<file path="src/tpc_pkg.sv">
// Purpose: shared constants, state codes and carriers for the tuner protocol converter
// Assumes: 100 MHz mclk, control sequence stepped on a 10 ms tick
// Notes:   all times are kept in ms and turned into whole ticks here
package tpc_pkg;

    // clock and tick timebase
    localparam int CLK_PERIOD_NS = 10;
    localparam int TICK_NS       = 10000000;
    localparam int TICK_CYC      = TICK_NS / CLK_PERIOD_NS;
    localparam int TICK_MS       = 10;

    // sequence delays in milliseconds
    localparam int RESAMPLE_MS   = 100;   // request line resample point
    localparam int RST_PULSE_MS  = 100;   // reset drive width for bypass
    localparam int PRE_KEY_MS    = 10;    // unlock settle before keying
    localparam int POST_KEY_MS   = 150;   // key settle before watching request
    localparam int TUNE_TO_MS    = 5000;  // longest wait for a match
    localparam int XCVR_ERR_MS   = 320;   // wait before checking transceiver error
    localparam int TNR_ERR_MS    = 600;   // covers the tuner's 500 ms failure drop

    // least times round up to whole ticks
    localparam int CNT_W = 10;
    localparam logic [CNT_W-1:0] RESAMPLE_T = CNT_W'((RESAMPLE_MS + TICK_MS - 1) / TICK_MS);
    localparam logic [CNT_W-1:0] RST_T      = CNT_W'((RST_PULSE_MS + TICK_MS - 1) / TICK_MS);
    localparam logic [CNT_W-1:0] PRE_KEY_T  = CNT_W'((PRE_KEY_MS + TICK_MS - 1) / TICK_MS);
    localparam logic [CNT_W-1:0] POST_KEY_T = CNT_W'((POST_KEY_MS + TICK_MS - 1) / TICK_MS);
    localparam logic [CNT_W-1:0] TUNE_TO_T  = CNT_W'(TUNE_TO_MS / TICK_MS);
    localparam logic [CNT_W-1:0] XCVR_ERR_T = CNT_W'((XCVR_ERR_MS + TICK_MS - 1) / TICK_MS);
    localparam logic [CNT_W-1:0] TNR_ERR_T  = CNT_W'((TNR_ERR_MS + TICK_MS - 1) / TICK_MS);
    localparam logic [CNT_W-1:0] ONE_T      = CNT_W'(1);

    // tick divider width, enough for 1,000,000 cycles
    localparam int DIV_W = 20;

    // sampled inputs from the two partners
    typedef struct packed {
        logic start;   // transceiver tune request, high = asserted
        logic tuned;   // tuner match found, high = asserted
    } tpc_in_t;

    // control sequence states
    typedef enum logic [4:0] {
        ST_IDLE,
        ST_POST_START,
        ST_TEST_START,
        ST_BYP_NEG_LOCK,
        ST_BYP_RESET,
        ST_BYP_NEG_RESET,
        ST_BYP_LOCK,
        ST_TUNE_UNLOCK,
        ST_PRE_KEY,
        ST_ASSERT_KEY,
        ST_POST_KEY,
        ST_WAIT_START_NEG,
        ST_WAIT_TUNED,
        ST_NEG_KEY,
        ST_TUNE_LOCK,
        ST_XCVR_ERR_DLY,
        ST_TEST_XCVR,
        ST_TNR_ERR_DLY,
        ST_TEST_TNR
    } tpc_state_t;

endpackage

</file>
<file path="src/tpc_insync.sv">
// Purpose: three-flop pin synchroniser, a change counts once the last two agree
// Assumes: inputs are asynchronous pins
// Notes:   stage one feeds stage two only
`timescale 1ns/100ps
module tpc_insync #(
    parameter int W = 2
) (
    // clock and reset
    input  wire logic         mclk,
    input  wire logic         rst,
    // pins and clean levels
    input  wire logic [W-1:0] pin_i,
    output logic      [W-1:0] lvl_o
);

    // all state of the synchroniser
    typedef struct packed {
        logic [W-1:0] s1;   // metastable catch
        logic [W-1:0] s2;   // first clean stage
        logic [W-1:0] s3;   // agreement stage
        logic [W-1:0] lvl;  // accepted level
    } tpc_sync_st_t;

    tpc_sync_st_t q;
    tpc_sync_st_t d;
    logic [W-1:0] agree_lvl;   // per-bit accepted next level

    // per-bit agreement: keep old level while stages differ
    for (genvar i = 0; i < W; i++) begin : g_bit
        assign agree_lvl[i] = (q.s2[i] == q.s3[i]) ? q.s3[i] : q.lvl[i];
    end

    // next state
    always_comb begin
        d     = q;
        d.s1  = pin_i;
        d.s2  = q.s1;
        d.s3  = q.s2;
        d.lvl = agree_lvl;
    end

    // state register, pins read low until settled
    always_ff @(posedge mclk) begin
        if (rst) begin
            q <= '0;
        end else begin
            q <= d;
        end
    end

    assign lvl_o = q.lvl;

endmodule // tpc_insync

</file>
<file path="src/tpc_converter.sv">
// Purpose: converts transceiver tune/bypass requests into tuner hold line control
// Assumes: start and tuned are pins; hold line is a three-state wire resolved outside
// Notes:   sequence steps once per tick; tick period is a parameter for simulation
`timescale 1ns/100ps
module tpc_converter #(
    parameter int TICK_CYCLES = tpc_pkg::TICK_CYC   // mclk cycles per tick
) (
    // clock and reset
    input  wire logic mclk,
    input  wire logic rst,
    // transceiver side
    input  wire logic start_i,      // tune request pin
    output logic      key_o,        // transmit handshake
    // tuner side, three-state hold line
    input  wire logic tuned_i,      // match found pin
    input  wire logic hold_i,       // hold line readback, not needed
    output logic      hold_o,       // level driven when enabled
    output logic      hold_oe,      // high while driving
    // indicators
    output logic      led_tuned,    // match found lamp
    output logic      led_locked    // locked lamp
);

    // all state of the converter
    typedef struct packed {
        logic [tpc_pkg::DIV_W-1:0] div;   // tick divider
        logic                      tick;  // one-cycle tick pulse
        tpc_pkg::tpc_in_t          smp;   // inputs sampled at the tick
        tpc_pkg::tpc_state_t       st;    // sequence state
        logic [tpc_pkg::CNT_W-1:0] cnt;   // tick delay count
        logic                      lock;  // high drive request
        logic                      rdrv;  // low (reset) drive request
        logic                      key;   // handshake to transceiver
    } tpc_conv_st_t;

    localparam logic [tpc_pkg::DIV_W-1:0] DIV_LAST = tpc_pkg::DIV_W'(TICK_CYCLES - 1);

    tpc_conv_st_t     q;
    tpc_conv_st_t     d;
    tpc_pkg::tpc_in_t pin_lvl;   // synchronised pins
    logic             done;      // delay count expired

    // pin synchroniser for both inputs
    tpc_insync #(
        .W     (2)
    ) u_sync (
        .mclk  (mclk),
        .rst   (rst),
        .pin_i ({start_i, tuned_i}),
        .lvl_o (pin_lvl)
    );

    assign done = (q.cnt == '0);

    // next state: divider always, sequence only on the tick
    always_comb begin
        d      = q;
        d.tick = 1'b0;
        // tick divider; pulse is registered so it lasts one cycle
        if (q.div == DIV_LAST) begin
            d.div  = '0;
            d.tick = 1'b1;
        end else begin
            d.div = q.div + tpc_pkg::DIV_W'(1);
        end
        if (q.tick) begin
            d.smp = pin_lvl;
            // delays count down by default, states reload as needed
            if (!done) begin
                d.cnt = q.cnt - tpc_pkg::ONE_T;
            end
            unique case (q.st)
                tpc_pkg::ST_IDLE: begin
                    if (q.smp.start) begin
                        d.st  = tpc_pkg::ST_POST_START;
                        d.cnt = tpc_pkg::RESAMPLE_T - tpc_pkg::ONE_T;
                    end
                end
                tpc_pkg::ST_POST_START: begin
                    if (done) begin
                        d.st = tpc_pkg::ST_TEST_START;
                    end
                end
                // still asserted means a full tune, released means bypass
                tpc_pkg::ST_TEST_START: begin
                    if (q.smp.start) begin
                        d.st   = tpc_pkg::ST_TUNE_UNLOCK;
                        d.lock = 1'b0;
                    end else begin
                        d.st   = tpc_pkg::ST_BYP_NEG_LOCK;
                        d.lock = 1'b0;
                        d.key  = 1'b0;
                    end
                end
                // bypass walk: unlock, reset pulse, relock
                tpc_pkg::ST_BYP_NEG_LOCK: begin
                    d.st   = tpc_pkg::ST_BYP_RESET;
                    d.rdrv = 1'b1;
                    d.cnt  = tpc_pkg::RST_T - tpc_pkg::ONE_T;
                end
                tpc_pkg::ST_BYP_RESET: begin
                    if (done) begin
                        d.st   = tpc_pkg::ST_BYP_NEG_RESET;
                        d.rdrv = 1'b0;
                    end
                end
                tpc_pkg::ST_BYP_NEG_RESET: begin
                    d.st   = tpc_pkg::ST_BYP_LOCK;
                    d.lock = 1'b1;
                end
                tpc_pkg::ST_BYP_LOCK: begin
                    d.st = tpc_pkg::ST_IDLE;
                end
                // tune walk
                tpc_pkg::ST_TUNE_UNLOCK: begin
                    d.st  = tpc_pkg::ST_PRE_KEY;
                    d.cnt = tpc_pkg::PRE_KEY_T - tpc_pkg::ONE_T;
                end
                tpc_pkg::ST_PRE_KEY: begin
                    if (done) begin
                        d.st  = tpc_pkg::ST_ASSERT_KEY;
                        d.key = 1'b1;
                    end
                end
                tpc_pkg::ST_ASSERT_KEY: begin
                    d.st  = tpc_pkg::ST_POST_KEY;
                    d.cnt = tpc_pkg::POST_KEY_T - tpc_pkg::ONE_T;
                end
                tpc_pkg::ST_POST_KEY: begin
                    if (done) begin
                        d.st  = tpc_pkg::ST_WAIT_START_NEG;
                        d.cnt = tpc_pkg::TUNE_TO_T;
                    end
                end
                // transceiver drops its request once it sees the key
                tpc_pkg::ST_WAIT_START_NEG: begin
                    if (!q.smp.start || done) begin
                        d.st  = tpc_pkg::ST_WAIT_TUNED;
                        d.cnt = tpc_pkg::TUNE_TO_T;
                    end
                end
                // timeout bounds a tuner that never finds a match
                tpc_pkg::ST_WAIT_TUNED: begin
                    if (q.smp.tuned || done) begin
                        d.st  = tpc_pkg::ST_NEG_KEY;
                        d.key = 1'b0;
                    end
                end
                tpc_pkg::ST_NEG_KEY: begin
                    d.st   = tpc_pkg::ST_TUNE_LOCK;
                    d.lock = 1'b1;
                end
                tpc_pkg::ST_TUNE_LOCK: begin
                    d.st  = tpc_pkg::ST_XCVR_ERR_DLY;
                    d.cnt = tpc_pkg::XCVR_ERR_T - tpc_pkg::ONE_T;
                end
                tpc_pkg::ST_XCVR_ERR_DLY: begin
                    if (done) begin
                        d.st = tpc_pkg::ST_TEST_XCVR;
                    end
                end
                // transceiver error is checked first
                tpc_pkg::ST_TEST_XCVR: begin
                    if (q.smp.start) begin
                        d.st   = tpc_pkg::ST_BYP_NEG_LOCK;
                        d.lock = 1'b0;
                    end else begin
                        d.st  = tpc_pkg::ST_TNR_ERR_DLY;
                        d.cnt = tpc_pkg::TNR_ERR_T - tpc_pkg::ONE_T;
                    end
                end
                tpc_pkg::ST_TNR_ERR_DLY: begin
                    if (done) begin
                        d.st = tpc_pkg::ST_TEST_TNR;
                    end
                end
                // match gone (dropped or never seen) means bypass
                tpc_pkg::ST_TEST_TNR: begin
                    if (!q.smp.tuned) begin
                        d.st   = tpc_pkg::ST_BYP_NEG_LOCK;
                        d.lock = 1'b0;
                    end else begin
                        d.st = tpc_pkg::ST_IDLE;
                    end
                end
                default: begin
                    d.st = tpc_pkg::ST_IDLE;
                end
            endcase
        end
    end

    // state register; after reset the hold line is released
    always_ff @(posedge mclk) begin
        if (rst) begin
            q    <= '0;
            q.st <= tpc_pkg::ST_IDLE;
        end else begin
            q <= d;
        end
    end

    // pin drive: reset drive wins, so high and low never overlap
    assign hold_oe    = q.rdrv | q.lock;
    assign hold_o     = q.lock & ~q.rdrv;
    assign key_o      = q.key;
    assign led_tuned  = q.smp.tuned;
    assign led_locked = q.lock & ~q.rdrv;
endmodule // tpc_converter

</file>
<file path="config.mk">
export PLATFORM = sky130hd
export DESIGN_NAME = tpc_converter
export DESIGN_NICKNAME = d
export VERILOG_FILES = /design/src/tpc_pkg.sv /design/src/tpc_insync.sv /design/src/tpc_converter.sv
export SDC_FILE = /design/constraint.sdc
export NUM_CORES = 1
export LEC_CHECK = 0
export ABC_AREA = 1
export BUFFER_PORTS_ARGS = -buffer_cell sky130_fd_sc_hd__buf_2
export CAP_MARGIN = 20
export CORE_ASPECT_RATIO = 1.1
export CORE_MARGIN = 10
export CORE_UTILIZATION = 31
export DETAILED_ROUTE_END_ITERATION = 6
export PLACE_DENSITY = 0.48
export SYNTH_ARGS = -nofsm -noshare
export SYNTH_HDL_FRONTEND = slang
export SYNTH_SLANG_ARGS = --single-unit
</file>
<file path="constraint.sdc">
create_clock -name mclk -period 1.95 [get_ports mclk]
set_input_delay 0.0975 -clock mclk [delete_from_list [all_inputs] [get_ports mclk]]
set_output_delay 0.0975 -clock mclk [all_outputs]
set_load 0.005 [all_outputs]
</file>
==> metrics.txt, run 1 <==
unrepaired setup endpoints after global routing=false; Top delay family on crit path=simple AND/OR/NAND/NOR gates; Clk pwr share=0.425; filler cell count in the final layout=between 1000 and 1500; clock tree root driver cell=clkbuf_8; number of cell rows=36; design internal power=0.00142 W; non-filler cells in the finished layout=between 500 and 600; Fmax=554 MHz; clock tree from TritonCTS=built; GRT Resource Usage Total=0.103; total of warnings raised by yosys=0; switching share of total power=0.229; count of endpoints failing hold in the final timing report=0; routed length per instance=11.9 um; CP Buf/Inv Count=2; slowest cell delay on critical path=0.33 ns; via count=2779; total gr overflow=0; placeable core area=0.00892 mm^2; power dissipated by switching net loads=0.000421 W; number of nets at the end of the flow=between 400 and 500; count of mapped cells out of synthesis=442; worst r2r path cells=11; H-Tree Depth=2; static leakage=1.35 nW; Netlist cell types=30; Synthesized Nets=450; DRC violations left=0; clock insertion delay at the later pin of the skew report=roughly 0.32 ns; half-perimeter wire length after placement=5290 um; Initial Util=0.318; period utilisation layout=0.926; number of antenna-violating nets in the routed design=0; final setup violation count=0; Data arrival, critical path=2.06 ns; total wirelength of the detailed-routed design=6870 um; part of the total power dissipated in sequential elements=0.553; diode count=0; Req. time, crit path=around 2.2 ns; horizontal die dimension=111 um; MaxCap Viol Count=0; Final WS setup=0.144 ns; run status=complete, no violations; nature of the critical path startpoint=register; setup total negative slack=0 ns; number of clock buffers inserted by TritonCTS=5; maximum ir drop on the vdd rail=0.218 mV; Mapped Avg Cell Area=6.42 um^2; endpoint of the most critical register-to-register path=q[14]; placed cell count=564; number of global-route vias before repair=between 2000 and 3000; final number of max-transition violations=0; Rel. slew slack=0.672; post-synthesis sequential element count=49; weighted congestion reported at the end of routability-driven placement=0.884; met2 track utilization from global routing=0.183; cell occurring most often along the worst timing path=nand2_2; minimum setup slack after placement=between 0.15 and 0.2 ns; Vert. Die Dim=120 um; category of the worst setup path capture point=register; Port Buffer Count=8; classification of the worst-slack hold path=input pin to register; post-layout minimum cycle time=roughly 1.8 ns; end point of the most critical hold path=u_sync.d[4]; WS Path Type=register to register; number of design-rule violations left by the first detailed-router iteration=94; proportion of layout cells with a drive suffix above 1=0.132; iteration count of the initial detailed-routing pass=4; sequence of cells on the critical path=inv_2, ha_2, nand2_2, nor2_4, nand2_2, buf_4, a21oi_4, nand2_2, nor2_4, nand2_1, a21oi_1; post-synth design cell area=0.00284 mm^2; Critical-path top delay cell=dfxtp_1; met3 layer usage reported by global route=0.0198; largest fanout on the critical path=9; cell depth of the worst hold path=3; setup slack of the worst register-to-register path=0.14 ns; detail-routed via count per cell=4.83; most heavily used metal layer in global routing=met2; Synth-to-Final Area Change=12.7%; final setup skew=0.00848 ns; Worst-path clk slew=0.10 ns; boundary pin count=10; antenna violations before repair=0; number of clock sinks seen by CTS=49; PD cells=575 mW/mm^2; fraction of the yosys area taken by sequential cells=0.346; startpoint of the lowest-slack register-to-register path=q[3]; pin count of the biggest net entering global routing=21; Combinational Power Share=0.023; buffer levels on the longest clock path=2; depth of the critical timing path with buffers and inverters included=11; met1 usage in global routing=0.116; worst hold start=rst; Die Outline Area=0.0134 mm^2; global-route wire length before repair=approximately 12000 um; worst-margin pin slew=0.491 ns
[synth_stat cells]
| cell | count | area share |
|---|---|---|
| o311a_1 | 1 | 0.0035 |
| nand2_2 | 6 | 0.013 |
| a21oi_1 | 38 | 0.067 |
| inv_1 | 49 | 0.065 |
| o211ai_1 | 2 | 0.0053 |
| buf_4 | 1 | 0.0026 |
| xor2_1 | 5 | 0.015 |
| nand4_1 | 11 | 0.024 |
| a21oi_4 | 1 | 0.0057 |
| nor2_1 | 58 | 0.077 |
| ha_1 | 3 | 0.013 |
| nand2_1 | 110 | 0.15 |
| nor4_1 | 2 | 0.0044 |
| dfxtp_1 | 49 | 0.35 |
| buf_2 | 1 | 0.0018 |
| or2_2 | 3 | 0.0066 |
| buf_6 | 1 | 0.0040 |
| inv_2 | 4 | 0.0053 |
| nand3_2 | 4 | 0.014 |
| clkbuf_1 | 7 | 0.0093 |
| nor3_2 | 1 | 0.0035 |
| nor3_1 | 11 | 0.019 |
| xnor2_1 | 2 | 0.0062 |
| and2_1 | 1 | 0.0022 |
| nand3_1 | 29 | 0.051 |
| nand3b_1 | 2 | 0.0053 |
| o21ai_0 | 23 | 0.041 |
| nor2_4 | 2 | 0.0079 |
| nor2_2 | 11 | 0.024 |
| nor3b_1 | 4 | 0.011 |
[flip-flops by register name (all words and copies together) (netlist names)]
register and count:
key_o 1, u_sync.d 4, u_sync.q 2, led_tuned 1, u_sync.lvl_o 2, q 39
[worst max path at each step]
stage / start / to
floorplan: q[3] / q[3]
global placement: q[3] / q[3]
detailed placement: q[3] / q[3]
CTS: q[3] / q[3]
global route: q[3] / q[16]
finish: q[3] / q[14]
[cells in the final DEF (no fill, tap or decap), types with 2 or more instances in the layout]
cell type / synthesis / layout
nand3b_1: 2 / 2
o21ai_0: 23 / 23
nor2_4: 2 / 3
dfxtp_1: 49 / 49
inv_2: 4 / 5
dlygate4sd3_1: 0 / 2
nor3b_1: 4 / 4
xor2_1: 5 / 5
nand2_1: 110 / 110
xnor2_1: 2 / 2
nand2_2: 6 / 6
buf_4: 1 / 11
ha_1: 3 / 2
clkbuf_8: 0 / 5
nor3_1: 11 / 11
nand3_2: 4 / 4
nor2_1: 58 / 58
buf_2: 1 / 8
nand3_1: 29 / 29
nor4_1: 2 / 2
o211ai_1: 2 / 2
nand4_1: 11 / 11
inv_6: 0 / 2
or2_2: 3 / 3
inv_1: 49 / 48
nor2_2: 11 / 10
a21oi_1: 38 / 38
[timing repair]
action                                  in CTS  in global routing
endpoints found under the hold margin        2                  0
endpoints found under the setup margin       0                  9
hold buffers                                 2                  0
setup buffers                                0                  1
gates resized for setup                      0                  3
[final cells by class]
cell class	instances	area, um^2	share of cell area
clock inverter	3	47.5	0.0149
multi-input combinational	330	1610	0.505
clock buffer	5	68.8	0.0215
sequential	49	981	0.307
inverter	53	199	0.0623
tap	114	143	0.0446
timing repair buffer	21	143	0.0446
[metrics by stage]
stage                      util  total power (W)  hold WS (ns)  instance area [um^2]
after floorplan               -          0.00106         0.167                  2840
after global placement    0.341          0.00108         0.296                  3040
after detailed placement  0.341          0.00108         0.308                  3040
after CTS                 0.357          0.00187         0.149                  3180
after global routing      0.358          0.00191         0.161                  3200
final                     0.358          0.00184         0.143                  3200
[kinds of logic after synthesis]
kind of cell / share of synthesized area
compound gates: 0.122
xor+xnor: 0.0216
fa+ha+maj: 0.0132
simple gates: 0.409
buf+inv: 0.0878
flops: 0.346
[layer usage]
layer / vias up / part of all wire
met2: 42 / 0.49
met3: 12 / 0.034
met1: 1268 / 0.46
met5: - / 0
met4: 0 / 0.022
li1: 1457 / -
[tightest hold or removal path, cell delays in order]
cell    delay (ns)
buf_2         0.09
buf_4         0.19
nor2_1        0.06
[power groups by stage]
stage / sequential [W] / clock, W / combinational [W]
floorplan: 0.00104 / 0 / 0.0000261
global placement: 0.00104 / 0 / 0.0000395
detailed placement: 0.00104 / 0 / 0.0000400
CTS: 0.00102 / 0.000811 / 0.0000431
global route: 0.00102 / 0.000844 / 0.0000486
finish: 0.00102 / 0.000781 / 0.0000414
Note: power is estimated with default switching activity, not from simulation.
==> run 2: changes to the inputs <==
--- a/config.mk
+++ b/config.mk
@@ -12,6 +12,7 @@
 export CORE_MARGIN = 10
 export CORE_UTILIZATION = 31
 export DETAILED_ROUTE_END_ITERATION = 6
+export MAX_ROUTING_LAYER = met4
 export PLACE_DENSITY = 0.48
 export SYNTH_ARGS = -nofsm -noshare
 export SYNTH_HDL_FRONTEND = slang
==> metrics.txt, run 2 (synthesis results as in run 1) <==
setup total negative slack=0 ns; placed cell count=563; DRC violations left=0; total wirelength of the detailed-routed design=6860 um; number of nets at the end of the flow=467; final setup violation count=0; sum of internal, switching and leakage power=between 0.0015 and 0.002 W; power dissipated by switching net loads=0.000423 W; largest fanout on the critical path=9; WS Path Type=register to register; number of antenna-violating nets in the routed design=0; category of the worst setup path capture point=register; run status=complete, no violations; post-layout minimum cycle time=1.82 ns; count of endpoints failing hold in the final timing report=0; total gr overflow=0; clock tree root driver cell=clkbuf_8; filler cell count in the final layout=1012; Data arrival, critical path=2.04 ns; PD cells=578 mW/mm^2; Req. time, crit path=2.17 ns; Worst-path clk slew=0.10 ns; design internal power=roughly 0.0014 W; Combinational Power Share=0.023; nature of the critical path startpoint=register; number of clock sinks seen by CTS=49; MaxCap Viol Count=0; Die Outline Area=0.0134 mm^2; proportion of layout cells with a drive suffix above 1=0.130; clock insertion delay at the later pin of the skew report=just over 0.3 ns; horizontal die dimension=111 um; startpoint of the lowest-slack register-to-register path=q[3]; number of cell rows=36; commonest non-fill, non-tap cell in the layout=nand2_1; Vert. Die Dim=120 um; Rel. slew slack=0.682; final setup skew=0.00653 ns; pin count of the biggest net entering global routing=21; Core Util, Final=0.357; buffer levels on the longest clock path=2; detail-routed via count per cell=4.69; Port Buffer Count=8; placeable core area=~0.009 mm^2; global-route wire length before repair=12000 um; number of design-rule violations left by the first detailed-router iteration=90; number of global-route vias before repair=roughly 2500; endpoint of the most critical register-to-register path=key_o; non-filler cells in the finished layout=between 500 and 600; number of clock buffers inserted by TritonCTS=5; boundary pin count=10; Clk pwr share=0.425; static leakage=1.35 nW; Top reg by flops=q; Initial Util=0.318; Fmax=550 MHz; GRT Resource Usage Total=0.108; final number of max-transition violations=0; classification of the worst-slack hold path=input pin to register; Synth-to-Final Area Change=12.4%; weighted congestion reported at the end of routability-driven placement=~0.92; via count=2694; switching share of total power=0.230; part of the total power dissipated in sequential elements=0.552; antenna violations before repair=0; leading cell types in the layout, fill and taps excluded=nand2_1, nor2_1, dfxtp_1; period utilisation layout=0.933; H-Tree Depth=2; worst r2r path cells=12; half-perimeter wire length after placement=5240 um; capturing element of the worst setup path=key_o; maximum ir drop on the vdd rail=0.385 mV; number of flip-flops in the largest register=39; clock tree from TritonCTS=built; diode count=0; worst-margin pin slew=0.477 ns; iteration count of the initial detailed-routing pass=4; launch point of the worst path=q[3]; routed length per instance=11.9 um; setup slack of the worst register-to-register path=0.13 ns
## run 2: changes by cell type in the layout (fill, tap and decap cells not counted)
cell	before	now
buf_4	11	10
## run 2: how the worst min path moves through the flow
stage          startpoint     endpoint  cells past startpoint
6_report              rst  u_sync.d[2]                      3
5_1_grt               rst  u_sync.d[4]                      3
4_1_cts               rst  u_sync.q[3]                      3
3_5_place_dp      tuned_i  u_sync.d[4]                      3
3_3_place_gp      tuned_i  u_sync.d[4]                      3
2_1_floorplan         rst        q[12]                      1
## run 2: cell type report
cell class | instances | area, um^2 | share of cell area
Multi-Input combinational cell | 330 | 1610 | 0.506
Sequential cell | 49 | 981 | 0.308
Inverter | 53 | 199 | 0.0624
Tap cell | 114 | 143 | 0.0447
Timing Repair Buffer | 20 | 135 | 0.0424
Clock buffer | 5 | 68.8 | 0.0216
Clock inverter | 3 | 47.5 | 0.0149
## run 2: per-stage QoR
stage | setup WS, ns | hold slack [ns] | area (um^2)
final | 0.131 | 0.152 | 3190
after floorplan | 0.134 | 0.167 | 2840
after CTS | 0.112 | 0.155 | 3170
after global routing | -0.0122 | 0.155 | 3190
after detailed placement | 0.146 | 0.315 | 3040
after global placement | 0.177 | 0.294 | 3040
## run 2: power by group through the flow
| stage | sequential [W] | combinational (W) | clock, W |
|---|---|---|---|
| after detailed placement | 0.00104 | 0.0000403 | 0 |
| after CTS | 0.00102 | 0.0000436 | 0.000810 |
| after floorplan | 0.00104 | 0.0000261 | 0 |
| after global routing | 0.00102 | 0.0000492 | 0.000845 |
| final | 0.00102 | 0.0000419 | 0.000783 |
| after global placement | 0.00104 | 0.0000394 | 0 |
## run 2: timing repair
item | CTS | global route
endpoints found under the hold margin | 2 | 0
resized for setup | 0 | 3
hold buffers | 2 | 0
endpoints found under the setup margin | 0 | 10
buffers inserted | 0 | 1
## run 2: per-layer routing
metal | up-vias | global-route usage | share of wire
li1 | 1460 | - | -
met1 | 1197 | 0.127 | 0.47
met2 | 28 | 0.183 | 0.48
met3 | 9 | 0.0208 | 0.029
met4 | 0 | 0.0346 | 0.016
met5 | - | - | 0
## run 2: critical path: stages, from the launching register on
cell,delay (ns)
dfxtp_1,0.33
inv_2,0.08
ha_2,0.20
nand2_2,0.08
nor2_4,0.15
nand2_2,0.08
buf_4,0.19
a21oi_4,0.19
buf_4,0.15
and2_1,0.14
nand2_1,0.05
nand2_1,0.05
nor2_1,0.04
==> run 3: changes to the inputs <==
--- a/config.mk
+++ b/config.mk
@@ -8,12 +8,14 @@
 export ABC_AREA = 1
 export BUFFER_PORTS_ARGS = -buffer_cell sky130_fd_sc_hd__buf_2
 export CAP_MARGIN = 20
+export CELL_PAD_IN_SITES_DETAIL_PLACEMENT = 2
+export CELL_PAD_IN_SITES_GLOBAL_PLACEMENT = 2
 export CORE_ASPECT_RATIO = 1.1
 export CORE_MARGIN = 10
 export CORE_UTILIZATION = 31
 export DETAILED_ROUTE_END_ITERATION = 6
 export MAX_ROUTING_LAYER = met4
-export PLACE_DENSITY = 0.48
+export PLACE_DENSITY = 0.77
 export SYNTH_ARGS = -nofsm -noshare
 export SYNTH_HDL_FRONTEND = slang
 export SYNTH_SLANG_ARGS = --single-unit
==> constraint.sdc (replaced) <==
create_clock -name mclk -period 1.95 [get_ports mclk]
set_input_delay 0.0975 -clock mclk [delete_from_list [all_inputs] [get_ports mclk]]
set_output_delay 0.0975 -clock mclk [all_outputs]
set_load 0.1 [all_outputs]
==> metrics.txt, run 3 (synthesis results as in run 1) <==
iteration count of the initial detailed-routing pass=4; classification of the worst-slack hold path=input pin to register; commonest non-fill, non-tap cell in the layout=nand2_1; half-perimeter wire length after placement=6950 um; Critical-path top delay cell=dfxtp_1; weighted congestion reported at the end of routability-driven placement=0.839; total wirelength of the detailed-routed design=8790 um; PD cells=529 mW/mm^2; Max Used Layer=met4; Top delay family on crit path=simple AND/OR/NAND/NOR gates; final number of max-transition violations=0; Routed met2 length=4670 um; worst-margin pin slew=approximately 0.49 ns; routed length per instance=15.2 um; number of flip-flops in the largest register=39; post-layout minimum cycle time=1.85 ns; run status=complete, no violations; end point of the most critical hold path=q[19]; slowest cell delay on critical path=0.35 ns; Worst-path clk slew=0.11 ns; total gr overflow=0; MaxCap Viol Count=0; Req. time, crit path=2.16 ns; sequence of cells on the critical path=inv_1, ha_4, nand2_2, nor2_4, nand2_4, ha_1, inv_1, o21ai_1, nand3_1, nor3_2, a21oi_1; number of design-rule violations left by the first detailed-router iteration=68; number of global-route vias before repair=3254; detail-routed via count per cell=between 5 and 6; startpoint of the lowest-slack register-to-register path=q[4]; worst r2r path cells=11; endpoint of the most critical register-to-register path=q[3]; boundary pin count=10; maximum ir drop on the vdd rail=0.252 mV; period utilisation layout=0.949; buffer levels on the longest clock path=2; WS Path Type=register to register; H-Tree Depth=2; wire length the detailed router placed on met1=3870 um; clock tree from TritonCTS=built; met3 wirelength from detailed routing=194 um; largest fanout on the critical path=6; clock insertion delay at the later pin of the skew report=0.31 ns; nature of the critical path startpoint=register; cell occurring most often along the worst timing path=inv_1; leading cell types in the layout, fill and taps excluded=nand2_1, nor2_1, inv_1; area after detailed placement=0.00308 mm^2; final setup skew=0.00846 ns; setup slack of the worst register-to-register path=between 0.09 and 0.1 ns; setup total negative slack=0 ns; antenna violations before repair=0; horizontal die dimension=111 um; number of antenna-violating nets in the routed design=0; static leakage=1.36 nW; GRT Resource Usage Total=0.140; Data arrival, critical path=2.06 ns; pin count of the biggest net entering global routing=21; via count=2902; final design area excluding fillers=0.00325 mm^2; number of clock sinks seen by CTS=49; Fmax=540 MHz; worst hold start=rst; number of nets at the end of the flow=471; Vert. Die Dim=120 um; cell depth of the worst hold path=4; Initial Util=0.318; sum of internal, switching and leakage power=0.00172 W; clock tree root driver cell=clkbuf_8; CP Buf/Inv Count=2; Rel. slew slack=0.675; global-route wire length before repair=15600 um; Die Outline Area=0.0134 mm^2; final setup violation count=0; number of clock buffers inserted by TritonCTS=5; Port Buffer Count=8; category of the worst setup path capture point=register; DRC violations left=0; Post-CTS Setup Repair Bufs=0; worst hold slack=0.135 ns; Synth-to-Final Area Change=14.7%; count of endpoints failing hold in the final timing report=0; Top reg by flops=q; number of cell rows=36; placeable core area=0.00892 mm^2; diode count=0; proportion of layout cells with a drive suffix above 1=0.162
run 3: cell type report:
type | instances | area, um^2
fillers | 1148 | 5660
repair buffers | 24 | 165
clock inverters | 3 | 25.0
inverters | 53 | 199
well taps | 114 | 143
multi-input cells | 330 | 1660
clock buffers | 5 | 68.8
flip-flops and latches | 49 | 990
run 3: worst reg2reg max path: cells and delay by family, from the launching register on:
family / cells / cell delay, ns
AOI/OAI and AO/OA: 2 / 0.21
DFF: 1 / 0.35
and+or+nand+nor: 5 / 0.60
adders and majority gates: 2 / 0.45
buffers and inverters: 2 / 0.16
run 3: worst max-delay path by stage:
| stage | slack (ns) | end | from | cells after the start |
|---|---|---|---|---|
| after floorplan | 0.13 | q[3] | q[3] | 12 |
| after global placement | 0.09 | q[3] | q[3] | 11 |
| after detailed placement | 0.03 | q[3] | q[3] | 11 |
| after CTS | 0.008 | q[3] | q[3] | 11 |
| after global routing | -0.03 | q[3] | q[4] | 11 |
| final | 0.1 | q[3] | q[4] | 11 |
run 3: per-layer routing:
metal,vias up,GRT usage
met5,-,-
met4,0,0.0241
met3,4,0.0198
met2,24,0.260
met1,1409,0.156
li1,1465,-
run 3: metrics by stage:
| step | utilization | worst slack, ns | cells |
|---|---|---|---|
| 2_1_floorplan | - | 0.134 | 442 |
| 3_3_place_gp | 0.345 | 0.0890 | 568 |
| 3_5_place_dp | 0.345 | 0.0284 | 568 |
| 4_1_cts | 0.358 | 0.00822 | 578 |
| 5_1_grt | 0.365 | -0.0250 | 578 |
| 6_report | 0.365 | 0.0990 | 578 |
run 3: power breakdown:
part / switching, W / leakage, nW / internal (W)
Sequential: 0.00000662 / 0.399 / 0.00101
Combinational: 0.0000286 / 0.917 / 0.0000177
Clock: 0.000397 / 0.0452 / 0.000263
run 3: what timing repair did:
action	CTS	global route
endpoints found under the setup margin	1	18
resized for setup	1	19
endpoints found under the hold margin	2	0
hold buffers	2	0
pin swaps	0	4
